**src/rtc_defs.svh**
```systemverilog
// Register offsets, field positions, reset values and time constants
`ifndef RTC_DEFS_SVH
`define RTC_DEFS_SVH

`define RTC_AW 8
`define RTC_OFS_IDENT 8'h00
`define RTC_OFS_COUNTER 8'h04
`define RTC_OFS_CHAN_SET 8'h08
`define RTC_OFS_CHAN_CLR 8'h0c
`define RTC_OFS_TFINE 8'h18
`define RTC_OFS_TCOARSE 8'h1c
`define RTC_OFS_CMPVAL 8'h28
`define RTC_OFS_CAPVAL 8'h38
`define RTC_OFS_CAPCFG 8'h3c
`define RTC_OFS_MASK 8'h44
`define RTC_OFS_RAW 8'h48
`define RTC_OFS_MASKED 8'h4c
`define RTC_OFS_FORCE 8'h50
`define RTC_OFS_CLEAR 8'h54
`define RTC_OFS_MASK_SET 8'h58
`define RTC_OFS_MASK_CLR 8'h5c
`define RTC_OFS_DBG 8'h60

`define RTC_BIT_CMP 0
`define RTC_BIT_CAP 1
`define RTC_BIT_EDGE 0
`define RTC_BIT_CNT_CLR 0
`define RTC_BIT_HALT 0

`define RTC_IDENT_DEFAULT 32'h0000_0a5c
`define RTC_RESET_WORD 32'h0000_0000
`define RTC_CNT_W 67
`define RTC_FRAC_W 16
`define RTC_FINE_LSB 3
`define RTC_COARSE_LSB 19
// Low-frequency period in microseconds, with 16 fractional bits
`define RTC_TICK_INC_DEFAULT 32'h001e_8480

`define RTC_VIEW_LSB_US 8
`define RTC_PAST_WINDOW_US 1000000
`define RTC_NEAR_WINDOW_US 32
`define RTC_PAST_TICKS (`RTC_PAST_WINDOW_US / `RTC_VIEW_LSB_US)
`define RTC_NEAR_TICKS (`RTC_NEAR_WINDOW_US / `RTC_VIEW_LSB_US)

`define RTC_RESP_OKAY 2'b00
`define RTC_RESP_SLVERR 2'b10

`endif

```
**src/rtc_pkg.sv**
```systemverilog
// Types shared by the real-time clock design
`include "rtc_defs.svh"
package rtc_pkg;

  typedef struct packed {
    logic awvalid;
    logic [`RTC_AW-1:0] awaddr;
    logic wvalid;
    logic [31:0] wdata;
    logic [3:0] wstrb;
    logic bready;
    logic arvalid;
    logic [`RTC_AW-1:0] araddr;
    logic rready;
  } rtc_axi_req_t;

  typedef struct packed {
    logic awready;
    logic wready;
    logic bvalid;
    logic [1:0] bresp;
    logic arready;
    logic rvalid;
    logic [31:0] rdata;
    logic [1:0] rresp;
  } rtc_axi_rsp_t;

  typedef struct packed {
    logic [`RTC_CNT_W-1:0] count;
    logic [`RTC_FRAC_W-1:0] frac;
  } rtc_cnt_state_t;

  typedef struct packed {
    logic aw_held;
    logic [`RTC_AW-1:0] aw_addr;
    logic w_held;
    logic [31:0] w_data;
    logic [3:0] w_strb;
    logic bvalid;
    logic [1:0] bresp;
    logic rvalid;
    logic [31:0] rdata;
    logic [1:0] rresp;
    logic [31:0] cmp_val;
    logic [31:0] cap_val;
    logic edge_fall;
    logic cap_prev;
    logic [1:0] armed;
    logic [1:0] raw;
    logic [1:0] mask;
    logic clr_pend;
    logic dbg_halt;
  } rtc_state_t;

endpackage

```
**src/rtc_cmp_eval.sv**
```systemverilog
// Compare window evaluation on the 8 us time view
`timescale 1ns/1ps
`default_nettype none
`include "rtc_defs.svh"
module rtc_cmp_eval (
  input wire logic [31:0] now, // Current fine time view
  input wire logic [31:0] target, // Programmed compare value
  output logic hit // Compare condition met
);
  localparam logic [31:0] PAST_TICKS = 32'(`RTC_PAST_TICKS);
  localparam logic [31:0] NEAR_TICKS = 32'(`RTC_NEAR_TICKS);
  logic [31:0] ahead;
  logic [31:0] behind;

  // Modular differences so the window works across view wrap
  assign ahead = target - now;
  assign behind = now - target;
  assign hit = (behind <= PAST_TICKS)
             | (ahead <= NEAR_TICKS);
endmodule // rtc_cmp_eval
`default_nettype wire

```
**src/rtc_time_counter.sv**
```systemverilog
// Free-running 67-bit time counter with fraction, advanced per low-freq tick
`timescale 1ns/1ps
`default_nettype none
`include "rtc_defs.svh"
module rtc_time_counter #(
  parameter logic [31:0] TICK_INC = `RTC_TICK_INC_DEFAULT
) (
  input wire logic aclk, // System clock
  input wire logic aresetn, // Synchronous reset, active low
  input wire logic chip_off, // Chip in reset or shutdown
  input wire logic low_freq_clock, // One-cycle tick per low-freq edge
  input wire logic clr_req, // Counter clear pending
  output logic clr_done, // Pulse: clear applied on this tick
  output logic [31:0] time_fine_view, // Counter bits 34:3
  output logic [31:0] time_coarse_view // Counter bits 50:19
);
  import rtc_pkg::*;

  localparam int SUM_W = `RTC_CNT_W + `RTC_FRAC_W;
  rtc_cnt_state_t s;
  rtc_cnt_state_t next_s;
  logic [SUM_W-1:0] sum;

  always_comb begin
    next_s = s;
    sum = {s.count, s.frac} + {{(SUM_W-32){1'b0}}, TICK_INC};
    clr_done = low_freq_clock & clr_req;
    if (clr_done) begin
      next_s = '0;
    end else if (low_freq_clock) begin
      next_s = sum;
    end
    if (chip_off) begin
      next_s = '0;
    end
  end

  always_ff @(posedge aclk) begin
    if (!aresetn) begin
      s <= '0;
    end else begin
      s <= next_s;
    end
  end

  assign time_fine_view = s.count[`RTC_FINE_LSB +: 32];
  assign time_coarse_view = s.count[`RTC_COARSE_LSB +: 32];
endmodule // rtc_time_counter
`default_nettype wire

```
**src/rtc_top.sv**
```systemverilog
// Real-time clock with compare and capture channels on AXI4-Lite
//
// Overview of operation
// - A 67-bit time counter advances on low-freq ticks in active and standby.
// - Chip reset or shutdown clears the counter and all channel state.
// - Each low-freq tick adds the period in microseconds with 16 fraction bits.
// - The fine view returns counter bits 34:3, one LSB per 8 us.
// - The coarse view returns counter bits 50:19, about half a second per LSB.
// - Capture edge bit: 0 selects rising edge, 1 selects falling edge.
// - While armed, each selected capture edge loads the fine view into capture value.
// - Reading the capture value clears the capture raw status.
// - Writing the compare value clears the compare raw status.
// - Writing the compare value arms compare; its event disarms it.
// - A compare value up to one second in the past fires at once.
// - Otherwise compare fires once the target is within 32 us ahead.
// - The arm-set and arm-clear reads show one armed bit per channel.
// - The arm-set bit 1 arms capture; bit 0 and zeros do nothing.
// - An arm-clear write disarms without event; a same-cycle event fires.
// - Both channel interrupts share one interrupt request output.
// - Masked status is raw status AND mask; a set mask bit unmasks.
// - Force-set writes of 1 set raw status bits.
// - Clear writes of 1 clear raw status and so masked status.
// - Mask-set ones set mask bits, mask-clear ones clear them.
// - Channel events, notably compare, drive a standby wake request.
`timescale 1ns/1ps
`default_nettype none
`include "rtc_defs.svh"
module rtc_top #(
  parameter logic [31:0] IDENT = `RTC_IDENT_DEFAULT, // Arbitrary value
  parameter logic [31:0] TICK_INC = `RTC_TICK_INC_DEFAULT
) (
  input wire logic aclk, // System clock
  input wire logic aresetn, // Synchronous reset, active low
  input wire logic chip_off, // Chip in reset or shutdown state
  input wire logic low_freq_clock, // One-cycle tick per low-freq edge
  input wire logic capture_event, // Event fabric capture input
  input wire rtc_pkg::rtc_axi_req_t axi_req, // AXI4-Lite requests
  output var rtc_pkg::rtc_axi_rsp_t axi_rsp, // AXI4-Lite answers
  output logic irq, // Combined interrupt request
  output logic wake_request // Standby wake request
);
  import rtc_pkg::*;

  rtc_state_t s;
  rtc_state_t next_s;
  logic [31:0] fine;
  logic [31:0] coarse;
  logic clr_done;
  logic cmp_hit;
  logic cmp_fire;
  logic cap_edge;
  logic cap_fire;
  logic do_wr;
  logic do_rd;
  logic [31:0] wmask;
  logic [31:0] wbits;
  logic [1:0] wch;
  logic [1:0] status_clr;
  logic [1:0] status_set;
  logic [31:0] rd_word;
  logic rd_ok;
  logic wr_ok;
  logic [`RTC_AW-1:0] wr_ofs;
  logic [`RTC_AW-1:0] rd_ofs;

  rtc_time_counter #(
    .TICK_INC(TICK_INC)
  ) u_counter (
    .aclk(aclk),
    .aresetn(aresetn),
    .chip_off(chip_off),
    .low_freq_clock(low_freq_clock),
    .clr_req(s.clr_pend),
    .clr_done(clr_done),
    .time_fine_view(fine),
    .time_coarse_view(coarse)
  );

  rtc_cmp_eval u_cmp (
    .now(fine),
    .target(s.cmp_val),
    .hit(cmp_hit)
  );

  // Word-aligned offsets; byte lanes are ignored in decode
  assign wr_ofs = {s.aw_addr[`RTC_AW-1:2], 2'b00};
  assign rd_ofs = {axi_req.araddr[`RTC_AW-1:2], 2'b00};

  always_comb begin
    wmask = '0;
    for (int i = 0; i < 4; i++) begin
      wmask[i*8 +: 8] = {8{s.w_strb[i]}};
    end
  end

  assign wbits = s.w_data & wmask;
  assign wch = wbits[1:0];

  // Read decode; unmapped offsets answer with an error and zero data
  always_comb begin
    rd_word = `RTC_RESET_WORD;
    rd_ok = 1'b1;
    unique case (rd_ofs)
      `RTC_OFS_IDENT: rd_word = IDENT;
      `RTC_OFS_COUNTER: rd_word[`RTC_BIT_CNT_CLR] = s.clr_pend;
      `RTC_OFS_CHAN_SET: rd_word[1:0] = s.armed;
      `RTC_OFS_CHAN_CLR: rd_word[1:0] = s.armed;
      `RTC_OFS_TFINE: rd_word = fine;
      `RTC_OFS_TCOARSE: rd_word = coarse;
      `RTC_OFS_CMPVAL: rd_word = s.cmp_val;
      `RTC_OFS_CAPVAL: rd_word = s.cap_val;
      `RTC_OFS_CAPCFG: rd_word[`RTC_BIT_EDGE] = s.edge_fall;
      `RTC_OFS_MASK: rd_word[1:0] = s.mask;
      `RTC_OFS_RAW: rd_word[1:0] = s.raw;
      `RTC_OFS_MASKED: rd_word[1:0] = s.raw & s.mask;
      `RTC_OFS_FORCE,
      `RTC_OFS_CLEAR,
      `RTC_OFS_MASK_SET,
      `RTC_OFS_MASK_CLR: rd_word = `RTC_RESET_WORD;
      `RTC_OFS_DBG: rd_word[`RTC_BIT_HALT] = s.dbg_halt;
      default: rd_ok = 1'b0;
    endcase
  end

  // Write decode validity only
  always_comb begin
    unique case (wr_ofs)
      `RTC_OFS_IDENT,
      `RTC_OFS_COUNTER,
      `RTC_OFS_CHAN_SET,
      `RTC_OFS_CHAN_CLR,
      `RTC_OFS_TFINE,
      `RTC_OFS_TCOARSE,
      `RTC_OFS_CMPVAL,
      `RTC_OFS_CAPVAL,
      `RTC_OFS_CAPCFG,
      `RTC_OFS_MASK,
      `RTC_OFS_RAW,
      `RTC_OFS_MASKED,
      `RTC_OFS_FORCE,
      `RTC_OFS_CLEAR,
      `RTC_OFS_MASK_SET,
      `RTC_OFS_MASK_CLR,
      `RTC_OFS_DBG: wr_ok = 1'b1;
      default: wr_ok = 1'b0;
    endcase
  end

  assign do_wr = s.aw_held & s.w_held & ~s.bvalid;
  assign do_rd = axi_req.arvalid & ~s.rvalid;

  // Channel events are judged on the state before this cycle's writes
  assign cmp_fire = s.armed[`RTC_BIT_CMP] & cmp_hit;
  assign cap_edge = s.edge_fall
                  ? (s.cap_prev & ~capture_event)
                  : (~s.cap_prev & capture_event);
  assign cap_fire = s.armed[`RTC_BIT_CAP] & cap_edge;

  always_comb begin
    status_clr = 2'b00;
    status_set = 2'b00;
    if (do_wr && wr_ofs == `RTC_OFS_CLEAR) begin
      status_clr = status_clr | wch;
    end
    if (do_wr && wr_ofs == `RTC_OFS_CMPVAL) begin
      status_clr[`RTC_BIT_CMP] = 1'b1;
    end
    if (do_rd && rd_ofs == `RTC_OFS_CAPVAL) begin
      status_clr[`RTC_BIT_CAP] = 1'b1;
    end
    if (do_wr && wr_ofs == `RTC_OFS_FORCE) begin
      status_set = status_set | wch;
    end
    status_set[`RTC_BIT_CMP] = status_set[`RTC_BIT_CMP] | cmp_fire;
    status_set[`RTC_BIT_CAP] = status_set[`RTC_BIT_CAP] | cap_fire;
  end

  always_comb begin
    next_s = s;
    next_s.cap_prev = capture_event;

    // Bus address and data channels are held independently
    if (axi_req.awvalid && !s.aw_held) begin
      next_s.aw_held = 1'b1;
      next_s.aw_addr = axi_req.awaddr;
    end
    if (axi_req.wvalid && !s.w_held) begin
      next_s.w_held = 1'b1;
      next_s.w_data = axi_req.wdata;
      next_s.w_strb = axi_req.wstrb;
    end
    if (s.bvalid && axi_req.bready) begin
      next_s.bvalid = 1'b0;
    end
    if (s.rvalid && axi_req.rready) begin
      next_s.rvalid = 1'b0;
    end
    if (do_wr) begin
      next_s.aw_held = 1'b0;
      next_s.w_held = 1'b0;
      next_s.bvalid = 1'b1;
      next_s.bresp = wr_ok ? `RTC_RESP_OKAY : `RTC_RESP_SLVERR;
    end
    if (do_rd) begin
      next_s.rvalid = 1'b1;
      next_s.rdata = rd_word;
      next_s.rresp = rd_ok ? `RTC_RESP_OKAY : `RTC_RESP_SLVERR;
    end

    // Event disarm comes first so a later write can re-arm
    if (cmp_fire) begin
      next_s.armed[`RTC_BIT_CMP] = 1'b0;
    end
    if (cap_fire) begin
      next_s.cap_val = fine;
    end
    if (clr_done) begin
      next_s.clr_pend = 1'b0;
    end

    if (do_wr) begin
      unique case (wr_ofs)
        `RTC_OFS_COUNTER: begin
          if (wbits[`RTC_BIT_CNT_CLR]) begin
            next_s.clr_pend = 1'b1;
          end
        end
        `RTC_OFS_CHAN_SET: begin
          if (wch[`RTC_BIT_CAP]) begin
            next_s.armed[`RTC_BIT_CAP] = 1'b1;
          end
        end
        `RTC_OFS_CHAN_CLR: begin
          // Event already latched above, so disarming cannot hide it
          next_s.armed = next_s.armed & ~wch;
        end
        `RTC_OFS_CMPVAL: begin
          next_s.cmp_val = (s.cmp_val & ~wmask) | wbits;
          next_s.armed[`RTC_BIT_CMP] = 1'b1;
        end
        `RTC_OFS_CAPCFG: begin
          if (s.w_strb[0]) begin
            next_s.edge_fall = s.w_data[`RTC_BIT_EDGE];
          end
        end
        `RTC_OFS_MASK_SET: begin
          next_s.mask = s.mask | wch;
        end
        `RTC_OFS_MASK_CLR: begin
          next_s.mask = s.mask & ~wch;
        end
        `RTC_OFS_DBG: begin
          if (s.w_strb[0]) begin
            next_s.dbg_halt = s.w_data[`RTC_BIT_HALT];
          end
        end
        default: begin
        end
      endcase
    end

    // Hardware set wins over a clear in the same cycle
    next_s.raw = (s.raw & ~status_clr) | status_set;

    if (chip_off) begin
      next_s.cmp_val = '0;
      next_s.cap_val = '0;
      next_s.edge_fall = 1'b0;
      next_s.armed = '0;
      next_s.raw = '0;
      next_s.mask = '0;
      next_s.clr_pend = 1'b0;
      next_s.dbg_halt = 1'b0;
    end
  end

  always_ff @(posedge aclk) begin
    if (!aresetn) begin
      s <= '0;
    end else begin
      s <= next_s;
    end
  end

  always_comb begin
    axi_rsp.awready = ~s.aw_held;
    axi_rsp.wready = ~s.w_held;
    axi_rsp.bvalid = s.bvalid;
    axi_rsp.bresp = s.bresp;
    axi_rsp.arready = ~s.rvalid;
    axi_rsp.rvalid = s.rvalid;
    axi_rsp.rdata = s.rdata;
    axi_rsp.rresp = s.rresp;
  end

  assign irq = |(s.raw & s.mask);
  // Wake ignores the mask: standby wake must not rely on software masking
  assign wake_request = |s.raw;
endmodule // rtc_top
`default_nettype wire

```
**config.mk**
```make
export PLATFORM = sky130hd
export DESIGN_NAME = rtc_top
export DESIGN_NICKNAME = d
export VERILOG_FILES = /design/src/rtc_pkg.sv /design/src/rtc_cmp_eval.sv /design/src/rtc_time_counter.sv /design/src/rtc_top.sv
export VERILOG_INCLUDE_DIRS = /design/src /design/src/src
export SDC_FILE = /design/constraint.sdc
export NUM_CORES = 1
export LEC_CHECK = 0
export BUFFER_PORTS_ARGS = -buffer_cell sky130_fd_sc_hd__buf_2
export CORE_ASPECT_RATIO = 1.1
export CORE_MARGIN = 2
export CORE_UTILIZATION = 47
export DETAILED_ROUTE_END_ITERATION = 16
export PLACE_DENSITY_LB_ADDON = 0.12
export SLEW_MARGIN = 20
export SYNTH_ARGS = -nofsm -noshare
export SYNTH_HDL_FRONTEND = slang
export SYNTH_SLANG_ARGS = --single-unit
```
**constraint.sdc**
```tcl
create_clock -name aclk -period 7 [get_ports aclk]
set_input_delay 1.05 -clock aclk [delete_from_list [all_inputs] [get_ports aclk]]
set_output_delay 1.05 -clock aclk [all_outputs]
set_load 0.02 [all_outputs]
```
==> flow_summary.yaml <==
setup_path:
  cp.required_ns: 7.42
  r2r_cells: 12
  cp-end-kind: "register"
  crit_fanout: 14
  crit_type: "reg2reg"
  r2r-end: "s[4]$_SDFF_PP0_"
  reg2reg_slack_ns: 3.04
  arrival_ns: 4.38
  worstSetupStartpointType: "register"
cts:
  path_clk_slew_ns: 0.06
  clock_latency_ns: 0.50
  tritoncts: "yes"
  cts_root_buffer: "clkbuf_16"
  htreeDepth: 1
  numClockSinks: 214
  postCtsResizedCells: 0
  clockBufferDepth: 3
  hold_buffers: 0
  cts-buffers-inserted: 22
  post_cts_buffers: 0
logic_synthesis:
  synth.most_common_cell: "nor2_1"
  synth.cell_area_um2: 13500
  ys_async_sr_fraction_pct: 0
  ys_warn_count: 0
  yosysSeqAreaShare_pct: 31.8
  ys_seq_elements: 214
  synthCells: 1770
  synth_common_cells: "nor2_1 (223), nand2_1 (218), dfxtp_1 (214), a21oi_1 (146), o21ai_0 (89)"
  synth_top_flop_cell: "dfxtp_1"
  netlist_top_cells_area: "dfxtp_1 (32%), nor2_1 (6.2%), nand2_1 (6.1%)"
  synth.top_cell.area_share_pct: 31.8
  avgSynthCellArea_um2: 7.61
  synth_edf_count: 0
  ys_types: 88
  synth_top_area_cell: "dfxtp_1"
floorplanning:
  io_pins: 105
  core-area_um2: 28500
  die_h_um: 182
  start_util_pct: 47.3
  die_area_um2: 30000
  die_w_um: 165
  num_rows: 65
timing:
  fin_crit_ns: 3.96
  worst_pin_slew_ns: 0.854
  setup_viol: 0
  rsz0062_at_grt: "no"
  hold_viol: 0
  period_share_pct: 56.5
  setup_tns_ns: 0
  fmax_mhz: 253
  max_slew_margin_pct: 41.6
  finClkSkew_ns: 0.00954
  slew_viol_final: 0
global_route:
  grt_pass1_wl_mm: 66.8
  antenna_found_initial: 2
  grt_overflow_total: 0
  track_usage_pct: 28.2
  grt_pass1_vias: 11656
  grt_max_degree: 83
placed_design:
  io_buffer_count: 98
  gp_routability_congestion: 0.902
  hpwl_mm: 31.7
finish:
  nets: 1892
  area_delta_synth_final_pct: 8.23
  antenna_cells: 0
  nFillCells: 2911
  utilization_pct: 51.2
  drive_above_1_share_pct: 10.4
route:
  drc: 0
  drtIter0Drc: 904
  num_vias: 12551
  via_per_inst: 5.83
  wl_mm: 42.7
  postRouteAntennaNets: 0
  wl_per_cell_um: 19.8
  firstDrtPassIters: 5
power_and_ir_drop:
  power_density_nw_per_um2: 193
  leakagePower_nw: 5.86
  peakVddDrop_uv: 211
run_status:
  status: "completed"
min_path:
  hold_class: "reg2reg"
  min_delay_path_depth: 2
  worstHoldStart: "s[141]$_SDFFE_PN0P_"
  whs_endpoint: "s[141]$_SDFFE_PN0P_"
job:
  drv_cap: 0
[report_power, final]
part,internal [mW],leakage (nW),total (mW),switching [mW]
registers,1.25,1.74,1.28,0.0266
logic,0.122,3.75,0.323,0.201
clock network,0.721,0.364,1.21,0.494
total,2.09,5.86,2.81,0.721
[stage by stage]
| stage | area, um2 | hold slack, ns | worst slack (ns) | power [mW] | instances |
|---|---|---|---|---|---|
| floorplan | 13500 | 0.431 | 3.99 | 1.54 | 1771 |
| global placement | 13800 | 0.455 | 3.15 | 1.62 | 2111 |
| detailed placement | 13800 | 0.460 | 3.14 | 1.63 | 2111 |
| CTS | 14600 | 0.469 | 3.15 | 2.83 | 2151 |
| global route | 14600 | 0.487 | 2.85 | 2.92 | 2151 |
| finish | 14600 | 0.466 | 3.04 | 2.81 | 2151 |
[cell type report]
cell class	instances	area (um2)	share of cell area (%)
well taps	368	460	3.16
repair buffers	110	581	3.98
inverters	88	330	2.26
flip-flops and latches	214	4280	29.4
multi-input cells	1331	8180	56.1
clock inverters	7	91.3	0.626
clock buffers	33	653	4.48
[cells in the final DEF, fill, tap and decap left out, types with 21 or more instances in the layout]
| master | n |
|---|---|
| nand2_1 | 217 |
| nand4_1 | 27 |
| o211ai_1 | 21 |
| xor2_1 | 34 |
| dfxtp_1 | 214 |
| nand3_1 | 62 |
| a21oi_1 | 146 |
| ha_1 | 63 |
| a21boi_0 | 39 |
| o21ai_0 | 89 |
| nor2b_1 | 21 |
| xnor2_1 | 52 |
| buf_2 | 98 |
| mux2i_1 | 55 |
| clkbuf_16 | 23 |
| nor2_1 | 222 |
| nor3_1 | 29 |
| inv_1 | 86 |
[worst max-delay path: stages, from the launching register on]
cell,delay [ns]
dfxtp_1,0.46
inv_1,0.08
ha_1,0.60
nand2_1,0.27
o211ai_1,0.33
or3b_1,0.38
a221oi_1,0.39
o21ai_1,0.12
nor4_1,0.26
and4_1,0.22
nand4_1,0.21
o31a_1,0.35
a211oi_2,0.21
[layer usage]
layer	global-route usage, %	routed length [um]
met1	39.4	19200
met2	45.4	19200
met3	2.67	2670
met4	9.62	1550
met5	0	27
[logic make-up (layout without fill, tap and decap cells)]
family	Yosys count	count (layout)	share of synthesized area, %
other	1	2	0.0278
AO/OA/AOI/OAI	461	461	22.4
multiplexers	56	56	4.17
adder cells (fa/ha/maj)	63	63	5.85
XOR/XNOR	86	86	5.59
AND/OR/NAND/NOR	663	663	22.4
buffers and inverters	226	238	7.75
flip-flops	214	214	31.8
[worst max path at each step]
| stage | startpoint | end | slack [ns] |
|---|---|---|---|
| floorplan | register | s[6]$_SDFF_PP0_ | 3.99 |
| detailed placement | low_freq_clock | u_counter.time_coarse_view[23]$_SDFFE_PP0P_ | 3.14 |
| finish | register | s[4]$_SDFF_PP0_ | 3.04 |
| global route | register | s[4]$_SDFF_PP0_ | 2.85 |
| CTS | register | s[4]$_SDFF_PP0_ | 3.15 |
| global placement | low_freq_clock | u_counter.time_coarse_view[23]$_SDFFE_PP0P_ | 3.15 |
Power figures use the tool's default switching activity.
